==> config.mk <==
export PLATFORM = sky130hd
export DESIGN_NAME = bmt_proc_end_flat
export DESIGN_NICKNAME = d
export VERILOG_FILES = /design/src/hw/bmt_pkg.sv /design/src/hw/bmt_bus_if.sv /design/src/hw/bmt_order.sv /design/src/hw/bmt_proc_end.sv /design/src/flat_wrapper.sv
export VERILOG_INCLUDE_DIRS = /design/src /design/src/hw
export SDC_FILE = /design/constraint.sdc
export NUM_CORES = 1
export LEC_CHECK = 0
export ABC_AREA = 1
export BUFFER_PORTS_ARGS = -buffer_cell sky130_fd_sc_hd__buf_4
export CAP_MARGIN = 15
export CORE_MARGIN = 1.5
export CORE_UTILIZATION = 30
export CTS_CLUSTER_SIZE = 16
export DETAILED_ROUTE_END_ITERATION = 8
export GPL_TIMING_DRIVEN = 0
export PLACE_DENSITY = 0.62
export REMOVE_ABC_BUFFERS = 1
export SETUP_SLACK_MARGIN = 0.2
export SYNTH_ARGS = -nofsm -noshare
export SYNTH_HDL_FRONTEND = slang
export SYNTH_SLANG_ARGS = --single-unit
==> constraint.sdc <==
create_clock -name clk -period 2.1 [get_ports clk]
set_input_delay 0.315 -clock clk [delete_from_list [all_inputs] [get_ports clk]]
set_output_delay 0.315 -clock clk [all_outputs]
set_load 0.02 [all_outputs]
==> src/hw/bmt_defines.svh <==
// Constants for the burst and multiple-cycle bus transfer block
`ifndef BMT_DEFINES_SVH
`define BMT_DEFINES_SVH
`define BMT_AW            32
`define BMT_DW            32
`define BMT_LINE_BYTES    5'h10
`define BMT_WORD_BYTES    5'h04
`define BMT_HALF_BYTES    5'h02
`define BMT_ONE_BYTE      5'h01
`define BMT_FIRST_DATA_CLKS 2'h2
`define BMT_MEM_WAIT      2'h1
`define BMT_BE_ALL_N      4'h0
`define BMT_BE_NONE_N     4'hF
`define BMT_BE_LANE0      4'h1
`define BMT_BE_LOW_HALF_N 4'hC
`define BMT_BE_HIGH_HALF_N 4'h3
`endif

==> src/hw/bmt_pkg.sv <==
// Types shared by both ends of the burst bus link
package bmt_pkg;
  typedef enum logic [1:0] {
    BMT_CYC_MEM_READ,
    BMT_CYC_MEM_WRITE,
    BMT_CYC_SPECIAL
  } bmt_kind_e;
  typedef enum logic [1:0] {
    BMT_SZ_32,
    BMT_SZ_16,
    BMT_SZ_8
  } bmt_size_e;
endpackage

==> src/hw/bmt_bus_if.sv <==
// Local bus between the processor end and the memory end
`timescale 1ns/1ns
interface bmt_bus_if;
  logic [31:4] upper_address_bits;
  logic [3:2]  addr_word;
  logic [3:0]  byte_enables_n;
  logic        address_strobe_n;
  logic        last_transfer_n;
  logic        mem_io;
  logic        data_code;
  logic        write_read;
  logic [31:0] wdata;
  logic [31:0] rdata;
  logic        ready_n;
  logic        burst_ready_n;
  logic        cache_enable_in_n;
  logic        bus_size_byte_n;
  logic        bus_size_half_n;
  modport proc (
    output upper_address_bits, addr_word, byte_enables_n, address_strobe_n, last_transfer_n,
    output mem_io, data_code, write_read, wdata,
    input  rdata, ready_n, burst_ready_n, cache_enable_in_n, bus_size_byte_n, bus_size_half_n
  );
  modport mem (
    input  upper_address_bits, addr_word, byte_enables_n, address_strobe_n, last_transfer_n,
    input  mem_io, data_code, write_read, wdata,
    output rdata, ready_n, burst_ready_n, cache_enable_in_n, bus_size_byte_n, bus_size_half_n
  );
endinterface

==> src/hw/bmt_order.sv <==
// Burst order step and item count calculator
`timescale 1ns/1ns
`include "bmt_defines.svh"
module bmt_order
  import bmt_pkg::*;
(
  input  wire logic [1:0] first_word,
  input  wire logic [1:0] step,
  input  wire logic [4:0] nbytes,
  input  wire logic       cacheable,
  input  wire logic       burst_ok,
  input  wire logic       bs8_n,
  input  wire logic       bus_size_half_n_n,
  output logic      [1:0] word_now,
  output logic      [4:0] total_items
);
  logic [4:0] bytes_eff;
  logic [4:0] per_item;
  always_comb begin
    // Burst order: xor of start word with step index
    word_now  = first_word ^ step;
    bytes_eff = (cacheable && burst_ok) ? `BMT_LINE_BYTES : nbytes;
    if (!bs8_n) begin
      per_item = `BMT_ONE_BYTE;
    end else if (!bus_size_half_n_n) begin
      per_item = `BMT_HALF_BYTES;
    end else begin
      per_item = `BMT_WORD_BYTES;
    end
    // Sizes are powers of two so shifts give exact counts
    if (per_item == `BMT_ONE_BYTE) begin
      total_items = bytes_eff;
    end else if (per_item == `BMT_HALF_BYTES) begin
      total_items = (bytes_eff + 5'h01) >> 1;
    end else begin
      total_items = (bytes_eff + 5'h03) >> 2;
    end
  end
endmodule

==> src/hw/bmt_proc_end.sv <==
// Processor end: sequences multiple-cycle and burst transfers
`timescale 1ns/1ns
`include "bmt_defines.svh"
module bmt_proc_end
  import bmt_pkg::*;
(
  input  wire logic        clk,
  input  wire logic        rst_n,
  bmt_bus_if.proc          bus,
  input  wire logic        req_valid,
  input  wire bmt_kind_e   req_kind,
  input  wire logic [31:0] req_addr,
  input  wire logic [4:0]  req_bytes,
  input  wire logic        req_code,
  input  wire logic [31:0] req_wdata,
  output logic             req_ready,
  output logic             rsp_valid,
  output logic [31:0]      rsp_data,
  output logic             rsp_last
);
  typedef enum logic [1:0] {BMT_IDLE, BMT_T1, BMT_T2} bmt_st_e;
  typedef struct packed {
    bmt_st_e     st;
    logic [27:0] upper;
    logic [1:0]  first_word;
    logic [1:0]  step;
    logic [1:0]  sub;
    logic [4:0]  items_left;
    logic        sized;
    logic        bursting;
    bmt_kind_e   kind;
    logic        code;
    logic [4:0]  nbytes;
    logic [31:0] wdata;
    logic        ads_n;
    logic        last_n;
    logic [3:0]  be_n;
    logic [1:0]  aw;
    logic        req_ready;
    logic        rsp_valid;
    logic [31:0] rsp_data;
    logic        rsp_last;
  } bmt_proc_s;
  bmt_proc_s cur_ff, nxt_cur;
  logic [1:0] word_now;
  logic [4:0] total_items;
  logic       rdy_s;
  logic       burst_ready_n_s;
  logic       ken_s;
  logic       bs8_s;
  logic       bus_size_half_n_s;
  logic       can_burst;
  ////////////////////////////////////////////////////////////////////////////
  // Inputs are same-clock logic from the memory end, so no synchroniser
  assign rdy_s     = !bus.ready_n;
  assign burst_ready_n_s    = !bus.burst_ready_n && bus.ready_n;
  assign ken_s     = !bus.cache_enable_in_n;
  assign bs8_s     = bus.bus_size_byte_n;
  assign bus_size_half_n_s    = bus.bus_size_half_n;
  // Writes burst only on a narrow bus; special cycles never burst
  assign can_burst = (cur_ff.kind == BMT_CYC_MEM_READ) ||
                     ((cur_ff.kind == BMT_CYC_MEM_WRITE) && (!bs8_s || !bus_size_half_n_s));
  bmt_order u_order (
    .first_word  (cur_ff.first_word),
    .step        (cur_ff.step),
    .nbytes      (cur_ff.nbytes),
    .cacheable   (ken_s && cur_ff.kind == BMT_CYC_MEM_READ),
    .burst_ok    (1'b1),
    .bs8_n       (bs8_s),
    .bus_size_half_n_n      (bus_size_half_n_s),
    .word_now    (word_now),
    .total_items (total_items)
  );
  ////////////////////////////////////////////////////////////////////////////
  always_comb begin
    nxt_cur           = cur_ff;
    nxt_cur.ads_n     = 1'b1;
    nxt_cur.rsp_valid = 1'b0;
    nxt_cur.rsp_last  = 1'b0;
    unique case (cur_ff.st)
      BMT_IDLE: begin
        nxt_cur.req_ready = 1'b1;
        if (req_valid && cur_ff.req_ready) begin
          nxt_cur.req_ready  = 1'b0;
          nxt_cur.upper      = req_addr[31:4];
          nxt_cur.first_word = req_addr[3:2];
          nxt_cur.aw         = req_addr[3:2];
          nxt_cur.step       = 2'h0;
          nxt_cur.sub        = 2'h0;
          nxt_cur.kind       = req_kind;
          nxt_cur.code       = req_code;
          nxt_cur.nbytes     = req_bytes;
          nxt_cur.wdata      = req_wdata;
          nxt_cur.sized      = 1'b0;
          nxt_cur.bursting   = 1'b0;
          nxt_cur.ads_n      = 1'b0;
          nxt_cur.last_n     = 1'b1;
          nxt_cur.be_n       = `BMT_BE_ALL_N;
          nxt_cur.st         = BMT_T1;
        end
      end
      BMT_T1: begin
        // Last-transfer is only meaningful from the second clock
        nxt_cur.st = BMT_T2;
        if (!cur_ff.sized) begin
          nxt_cur.items_left = total_items;
          nxt_cur.last_n     = (total_items > 5'h01) ? 1'b1 : 1'b0;
        end
      end
      BMT_T2: begin
        if (!cur_ff.sized) begin
          nxt_cur.items_left = total_items;
          nxt_cur.last_n     = (total_items > 5'h01) ? 1'b1 : 1'b0;
        end
        // Burst-ready on an unburstable cycle ends the item as ready does
        if (rdy_s || burst_ready_n_s) begin
          nxt_cur.sized     = 1'b1;
          nxt_cur.rsp_valid = 1'b1;
          nxt_cur.rsp_data  = bus.rdata;
          nxt_cur.items_left = (cur_ff.sized ? cur_ff.items_left : total_items) - 5'h01;
          if (cur_ff.sized ? (cur_ff.items_left <= 5'h01) : (total_items <= 5'h01)) begin
            nxt_cur.rsp_last  = 1'b1;
            nxt_cur.last_n    = 1'b1;
            nxt_cur.st        = BMT_IDLE;
          end else begin
            // Narrow items finish the current word before moving on
            if ((!bs8_s && cur_ff.sub != 2'h3) || (bs8_s && !bus_size_half_n_s && cur_ff.sub == 2'h0)) begin
              nxt_cur.sub = cur_ff.sub + 2'h1;
            end else begin
              nxt_cur.sub  = 2'h0;
              nxt_cur.step = cur_ff.step + 2'h1;
            end
            nxt_cur.last_n = ((cur_ff.sized ? cur_ff.items_left : total_items) > 5'h02) ? 1'b1 : 1'b0;
            nxt_cur.bursting = burst_ready_n_s && can_burst;
            if (burst_ready_n_s && can_burst) begin
              nxt_cur.st = BMT_T2;
            end else begin
              nxt_cur.ads_n = 1'b0;
              nxt_cur.st    = BMT_T1;
            end
          end
        end
      end
      default: nxt_cur.st = BMT_IDLE;
    endcase
    // Only word select and byte enables move inside one line
    // Start word of a new request is used at once so the strobe clock is right
    nxt_cur.aw = nxt_cur.first_word ^ nxt_cur.step;
    if (!bs8_s) begin
      nxt_cur.be_n = ~(`BMT_BE_LANE0 << nxt_cur.sub);
    end else if (!bus_size_half_n_s) begin
      nxt_cur.be_n = nxt_cur.sub[0] ? `BMT_BE_HIGH_HALF_N : `BMT_BE_LOW_HALF_N;
    end else begin
      nxt_cur.be_n = `BMT_BE_ALL_N;
    end
  end
  always_ff @(posedge clk or negedge rst_n) begin
    if (!rst_n) begin
      cur_ff <= '0;
      cur_ff.st <= BMT_IDLE;
      cur_ff.ads_n <= 1'b1;
      cur_ff.last_n <= 1'b1;
      cur_ff.be_n <= `BMT_BE_NONE_N;
    end else begin
      cur_ff <= nxt_cur;
    end
  end
  ////////////////////////////////////////////////////////////////////////////
  assign bus.upper_address_bits = cur_ff.upper;
  assign bus.addr_word          = cur_ff.aw;
  assign bus.byte_enables_n     = cur_ff.be_n;
  assign bus.address_strobe_n   = cur_ff.ads_n;
  assign bus.last_transfer_n    = cur_ff.last_n;
  assign bus.mem_io             = (cur_ff.kind != BMT_CYC_SPECIAL);
  assign bus.data_code          = !cur_ff.code;
  assign bus.write_read         = (cur_ff.kind == BMT_CYC_MEM_WRITE);
  assign bus.wdata              = cur_ff.wdata;
  assign req_ready              = cur_ff.req_ready;
  assign rsp_valid              = cur_ff.rsp_valid;
  assign rsp_data               = cur_ff.rsp_data;
  assign rsp_last               = cur_ff.rsp_last;
  logic unused_word;
  assign unused_word = ^word_now;
endmodule

==> src/flat_wrapper.sv <==
// flat-port wrapper written by rule: the top's interface ports become plain ports
module bmt_proc_end_flat import bmt_pkg::*;
  (clk, rst_n, req_valid, req_kind, req_addr, req_bytes, req_code, req_wdata, req_ready, rsp_valid, rsp_data, rsp_last, bus_upper_address_bits, bus_addr_word, bus_byte_enables_n, bus_address_strobe_n, bus_last_transfer_n, bus_mem_io, bus_data_code, bus_write_read, bus_wdata, bus_rdata, bus_ready_n, bus_burst_ready_n, bus_cache_enable_in_n, bus_bus_size_byte_n, bus_bus_size_half_n);
  bmt_bus_if bus_i ();
  input  wire logic clk;
  input  wire logic rst_n;
  input  wire logic req_valid;
  input  wire bmt_kind_e req_kind;
  input  wire logic [31:0] req_addr;
  input  wire logic [4:0] req_bytes;
  input  wire logic req_code;
  input  wire logic [31:0] req_wdata;
  output logic req_ready;
  output logic rsp_valid;
  output logic [31:0] rsp_data;
  output logic rsp_last;
  output wire logic [$bits(bus_i.upper_address_bits)-1:0] bus_upper_address_bits;
  output wire logic [$bits(bus_i.addr_word)-1:0] bus_addr_word;
  output wire logic [$bits(bus_i.byte_enables_n)-1:0] bus_byte_enables_n;
  output wire logic [$bits(bus_i.address_strobe_n)-1:0] bus_address_strobe_n;
  output wire logic [$bits(bus_i.last_transfer_n)-1:0] bus_last_transfer_n;
  output wire logic [$bits(bus_i.mem_io)-1:0] bus_mem_io;
  output wire logic [$bits(bus_i.data_code)-1:0] bus_data_code;
  output wire logic [$bits(bus_i.write_read)-1:0] bus_write_read;
  output wire logic [$bits(bus_i.wdata)-1:0] bus_wdata;
  input wire logic [$bits(bus_i.rdata)-1:0] bus_rdata;
  input wire logic [$bits(bus_i.ready_n)-1:0] bus_ready_n;
  input wire logic [$bits(bus_i.burst_ready_n)-1:0] bus_burst_ready_n;
  input wire logic [$bits(bus_i.cache_enable_in_n)-1:0] bus_cache_enable_in_n;
  input wire logic [$bits(bus_i.bus_size_byte_n)-1:0] bus_bus_size_byte_n;
  input wire logic [$bits(bus_i.bus_size_half_n)-1:0] bus_bus_size_half_n;
  assign bus_upper_address_bits = bus_i.upper_address_bits;
  assign bus_addr_word = bus_i.addr_word;
  assign bus_byte_enables_n = bus_i.byte_enables_n;
  assign bus_address_strobe_n = bus_i.address_strobe_n;
  assign bus_last_transfer_n = bus_i.last_transfer_n;
  assign bus_mem_io = bus_i.mem_io;
  assign bus_data_code = bus_i.data_code;
  assign bus_write_read = bus_i.write_read;
  assign bus_wdata = bus_i.wdata;
  assign bus_i.rdata = bus_rdata;
  assign bus_i.ready_n = bus_ready_n;
  assign bus_i.burst_ready_n = bus_burst_ready_n;
  assign bus_i.cache_enable_in_n = bus_cache_enable_in_n;
  assign bus_i.bus_size_byte_n = bus_bus_size_byte_n;
  assign bus_i.bus_size_half_n = bus_bus_size_half_n;
  bmt_proc_end u_core (.clk(clk), .rst_n(rst_n), .bus(bus_i), .req_valid(req_valid), .req_kind(req_kind), .req_addr(req_addr), .req_bytes(req_bytes), .req_code(req_code), .req_wdata(req_wdata), .req_ready(req_ready), .rsp_valid(rsp_valid), .rsp_data(rsp_data), .rsp_last(rsp_last));
endmodule
==> results.toml <==
[outcome]
status = "finished, violations left"
violations = "negative setup slack"

[floorplan]
die_w_um = 148.1
die_area_mm2 = 0.02194
io_pins = 218
rows = 52
core_mm2 = 0.02043
start_util_pct = 30.92
die_h_um = 148.1

[worst_setup_path]
path_max_fanout = 3
crit_arrival_ps = 2500
end_kind = "register"
cp_slowest_stage_delay_ps = 400
startpoint_type = "register"
rr_endpoint = "u_core.cur_ff[89]$_DFFE_PN0P_"
crit_type = "reg2reg"
r2r_slack_ps = -110
cpMaxStageDelayCell = "dfrtp_1"
required_ps = 2390
worst_r2r_path_depth = 18
cp_cell_sequence = "nor2_4, nand2_4, inv_4, nor2_4, inv_2, ha_4, inv_2, nor2_2, nor3_1, a21oi_1, nand3_1, o21ai_2, ha_2, inv_2, nor2_4, nand3_2, xnor2_1, o21ai_1"
r2r_start = "u_core.cur_ff[81]$_DFFE_PN0P_"

[power_and_ir_drop]
power.internal_mw = 8.092
p_seq_share_pct = 30.0
clkPwrFrac_pct = 20.1
p_sw_mw = 6.001
p_leak_nw = 4.492
totalPowerFinal_mw = 14.09
power_per_cell_area_mw_per_mm2 = 1672
peakVddDrop_mv = 0.6439
power_frac_comb_pct = 49.9
switching_share_pct = 42.58

[detailed_routing]
drtAntennaViolNets = 0
drcViolationCount = 0
firstDrtPassIters = 4
detail_route.vias_per_cell = 4.258
vias = 5050
routed_wl_mm = 15.48
detail_route.iter0.violations = 208
wl_per_cell_um = 13.05

[timing]
fin_skew_ps = 6.536
slew_violations = 0
worstMarginPinSlew_ps = 535.9
rsz0062_at_grt = "true"
fmax_mhz = 451.8
period_needed_ps = 2213
max-slew-margin-rel_pct = 63.90
holdWs_ps = 97.28
finalSetupViolations = 7
timing.final.ws_setup_ps = -113.4
finalHoldViolations = 0
min_period_over_period_pct = 105.4

[cts]
htreeDepth = 4
ctsLongestPathBuffers = 2
numCtsBuffers = 17
cts.sinks = 125
clkSlewWorstSetupHoldPaths_ps = 60
clk-insertion-delay-late_ps = 410
clockRootBuffer = "clkbuf_16"
cts_tree = "done"

[place]
hpwl_mm = 10.45
port_buffers = 215
place_ws_ps = -1930
finalWeightedCongestion = 0.7997

[grt]
overflow = 0
grt_util_met3_pct = 5.061
grt_first_pass_wirelength_mm = 25.21
track_usage_pct = 14.57
globalRouteMet1Util_pct = 17.59
use_met2_pct = 24.39
antenna_found_initial = 0
grt_busiest_layer = "met2"
grt_pass1_vias = 5110
grt_max_degree = 86

[synth]
yosysUniqueCellTypes = 35
ys_warn_count = 0
ys_seq_area_share_pct = 49.63
synth_seq_cells = 125
syn_area_mm2 = 0.006317
synthCells = 768
avgSynthCellArea_um2 = 8.226

[cells_and_area]
final_common_cell = "nand2_1"
fin_nets = 1025
final_cell_mix = "nand2_1, buf_4, dfrtp_1"
drive_gt1_share_pct = 38.43
antennaDiodeCount = 0
layout.area.seq_mm2 = 0.003136
postLayoutCoreUtil_pct = 41.26
fillCellCount = 2126
syn_to_final_growth_pct = 33.43
multi_input_area_mm2 = 0.002331

[hold_path]
hp-class = "in2reg"
hold_path_end = "u_core.bus.wdata[13]$_DFFE_PN0P_"
hold_start = "req_wdata[13]"
hold-path-cell-count = 3

[run]
drv_cap = 0
registers in the layout, summed over array words and instances, names as in the netlist:
signal	flops
u_core.cur_ff	22
u_core.rsp_data	32
u_core.bus.addr_word	2
u_core.bus.byte_enables_n	4
u_core.rsp_valid	1
u_core.bus.upper_address_bits	28
u_core.req_ready	1
u_core.rsp_last	1
u_core.bus.wdata	32
u_core.bus.address_strobe_n	1
u_core.bus.last_transfer_n	1
critical path: cells and delay by family (launching register included):
family	cells	cell delay, ps
flip-flops	1	400
XOR/XNOR	1	140
AO/OA/AOI/OAI	3	300
AND/OR/NAND/NOR	8	700
buffers and inverters	4	220
adder cells (fa/ha/maj)	2	340
power groups by stage:
stage	clock, mW	sequential, mW	combinational (mW)
final	2.84	4.23	7.03
after global routing	3.06	4.37	7.79
after CTS	2.93	4.23	6.87
after detailed placement	0	4.24	6.50
after global placement	0	4.22	6.40
after floorplan	0	5.32	2.78
per-stage QoR:
stage / instances / TNS [ps] / instance area, µm²
floorplan: 644 / -258420 / 5470
global placement: 1129 / -595000 / 7422
detailed placement: 1133 / -66270 / 7536
CTS: 1177 / -540.0 / 8302
global route: 1186 / -2751 / 8429
finish: 1186 / -303.5 / 8429
cells in the mapped netlist (all sizes together):
cell type	number	share of area [%]
a21oi	7	0.61
a22oi	1	0.12
a31oi	1	0.099
buf	102	12
clkbuf	22	1.3
clkinv	2	0.14
dfrtp	119	47
dfstp	6	2.5
ha	10	2.0
inv	43	2.6
nand2	362	22
nand3	23	2.8
nand4	8	0.79
nor2	21	1.7
nor3	3	0.24
o211ai	1	0.12
o21ai	30	2.6
o22ai	1	0.099
or2	4	0.40
xnor2	1	0.14
xor2	1	0.14
final cells by class:
cell class	instances	share of cell area, %
flip-flops and latches	125	37.20
clock inverters	14	1.544
clock buffers	18	5.210
inverters	45	2.301
well taps	270	4.008
repair buffers	238	22.09
multi-input cells	476	27.65
worst max-delay path by stage:
| stage | startpoint | endpoint | slack, ps | depth (start not counted) |
|---|---|---|---|---|
| global placement | u_core.cur_ff[124]$_DFFE_PN0P_ | u_core.bus.addr_word[2]$_DFF_PN0_ | -7300 | 9 |
| floorplan | u_core.cur_ff[124]$_DFFE_PN0P_ | u_core.bus.addr_word[2]$_DFF_PN0_ | -3320 | 9 |
| CTS | u_core.cur_ff[82]$_DFFE_PN0P_ | u_core.bus.last_transfer_n$_DFFE_PN1P_ | -160 | 20 |
| detailed placement | u_core.cur_ff[124]$_DFFE_PN0P_ | u_core.cur_ff[89]$_DFFE_PN0P_ | -1930 | 9 |
| global route | u_core.cur_ff[81]$_DFFE_PN0P_ | u_core.bus.last_transfer_n$_DFFE_PN1P_ | -340 | 20 |
| finish | u_core.cur_ff[81]$_DFFE_PN0P_ | u_core.cur_ff[89]$_DFFE_PN0P_ | -110 | 18 |
per-layer routing:
metal  vias up  part of all wire [%]
met2       146                    49
li1       2532                     -
met5         -                     0
met4         0                   1.4
met1      2356                    43
met3        16                   7.2
logic make-up (layout without fill, tap and decap cells):
group	Yosys count	after routing	synth area share (%)
and+or+nand+nor	421	423	28.34
buffers and inverters	169	315	16.10
DFF	125	125	49.63
adders and majority gates	10	10	1.981
xor gates and xnor gates	2	2	0.2773
AOI/OAI and AO/OA	41	41	3.664
repair_timing:
item	4_1_cts	5_1_grt
gates cloned	2	0
endpoints found under the setup margin	123	99
hold endpoints to repair	40	0
gates resized for setup	36	18
hold buffers	1	0
setup buffers	9	9
pin swaps	20	14
Note: power is estimated with default switching activity, not from simulation.
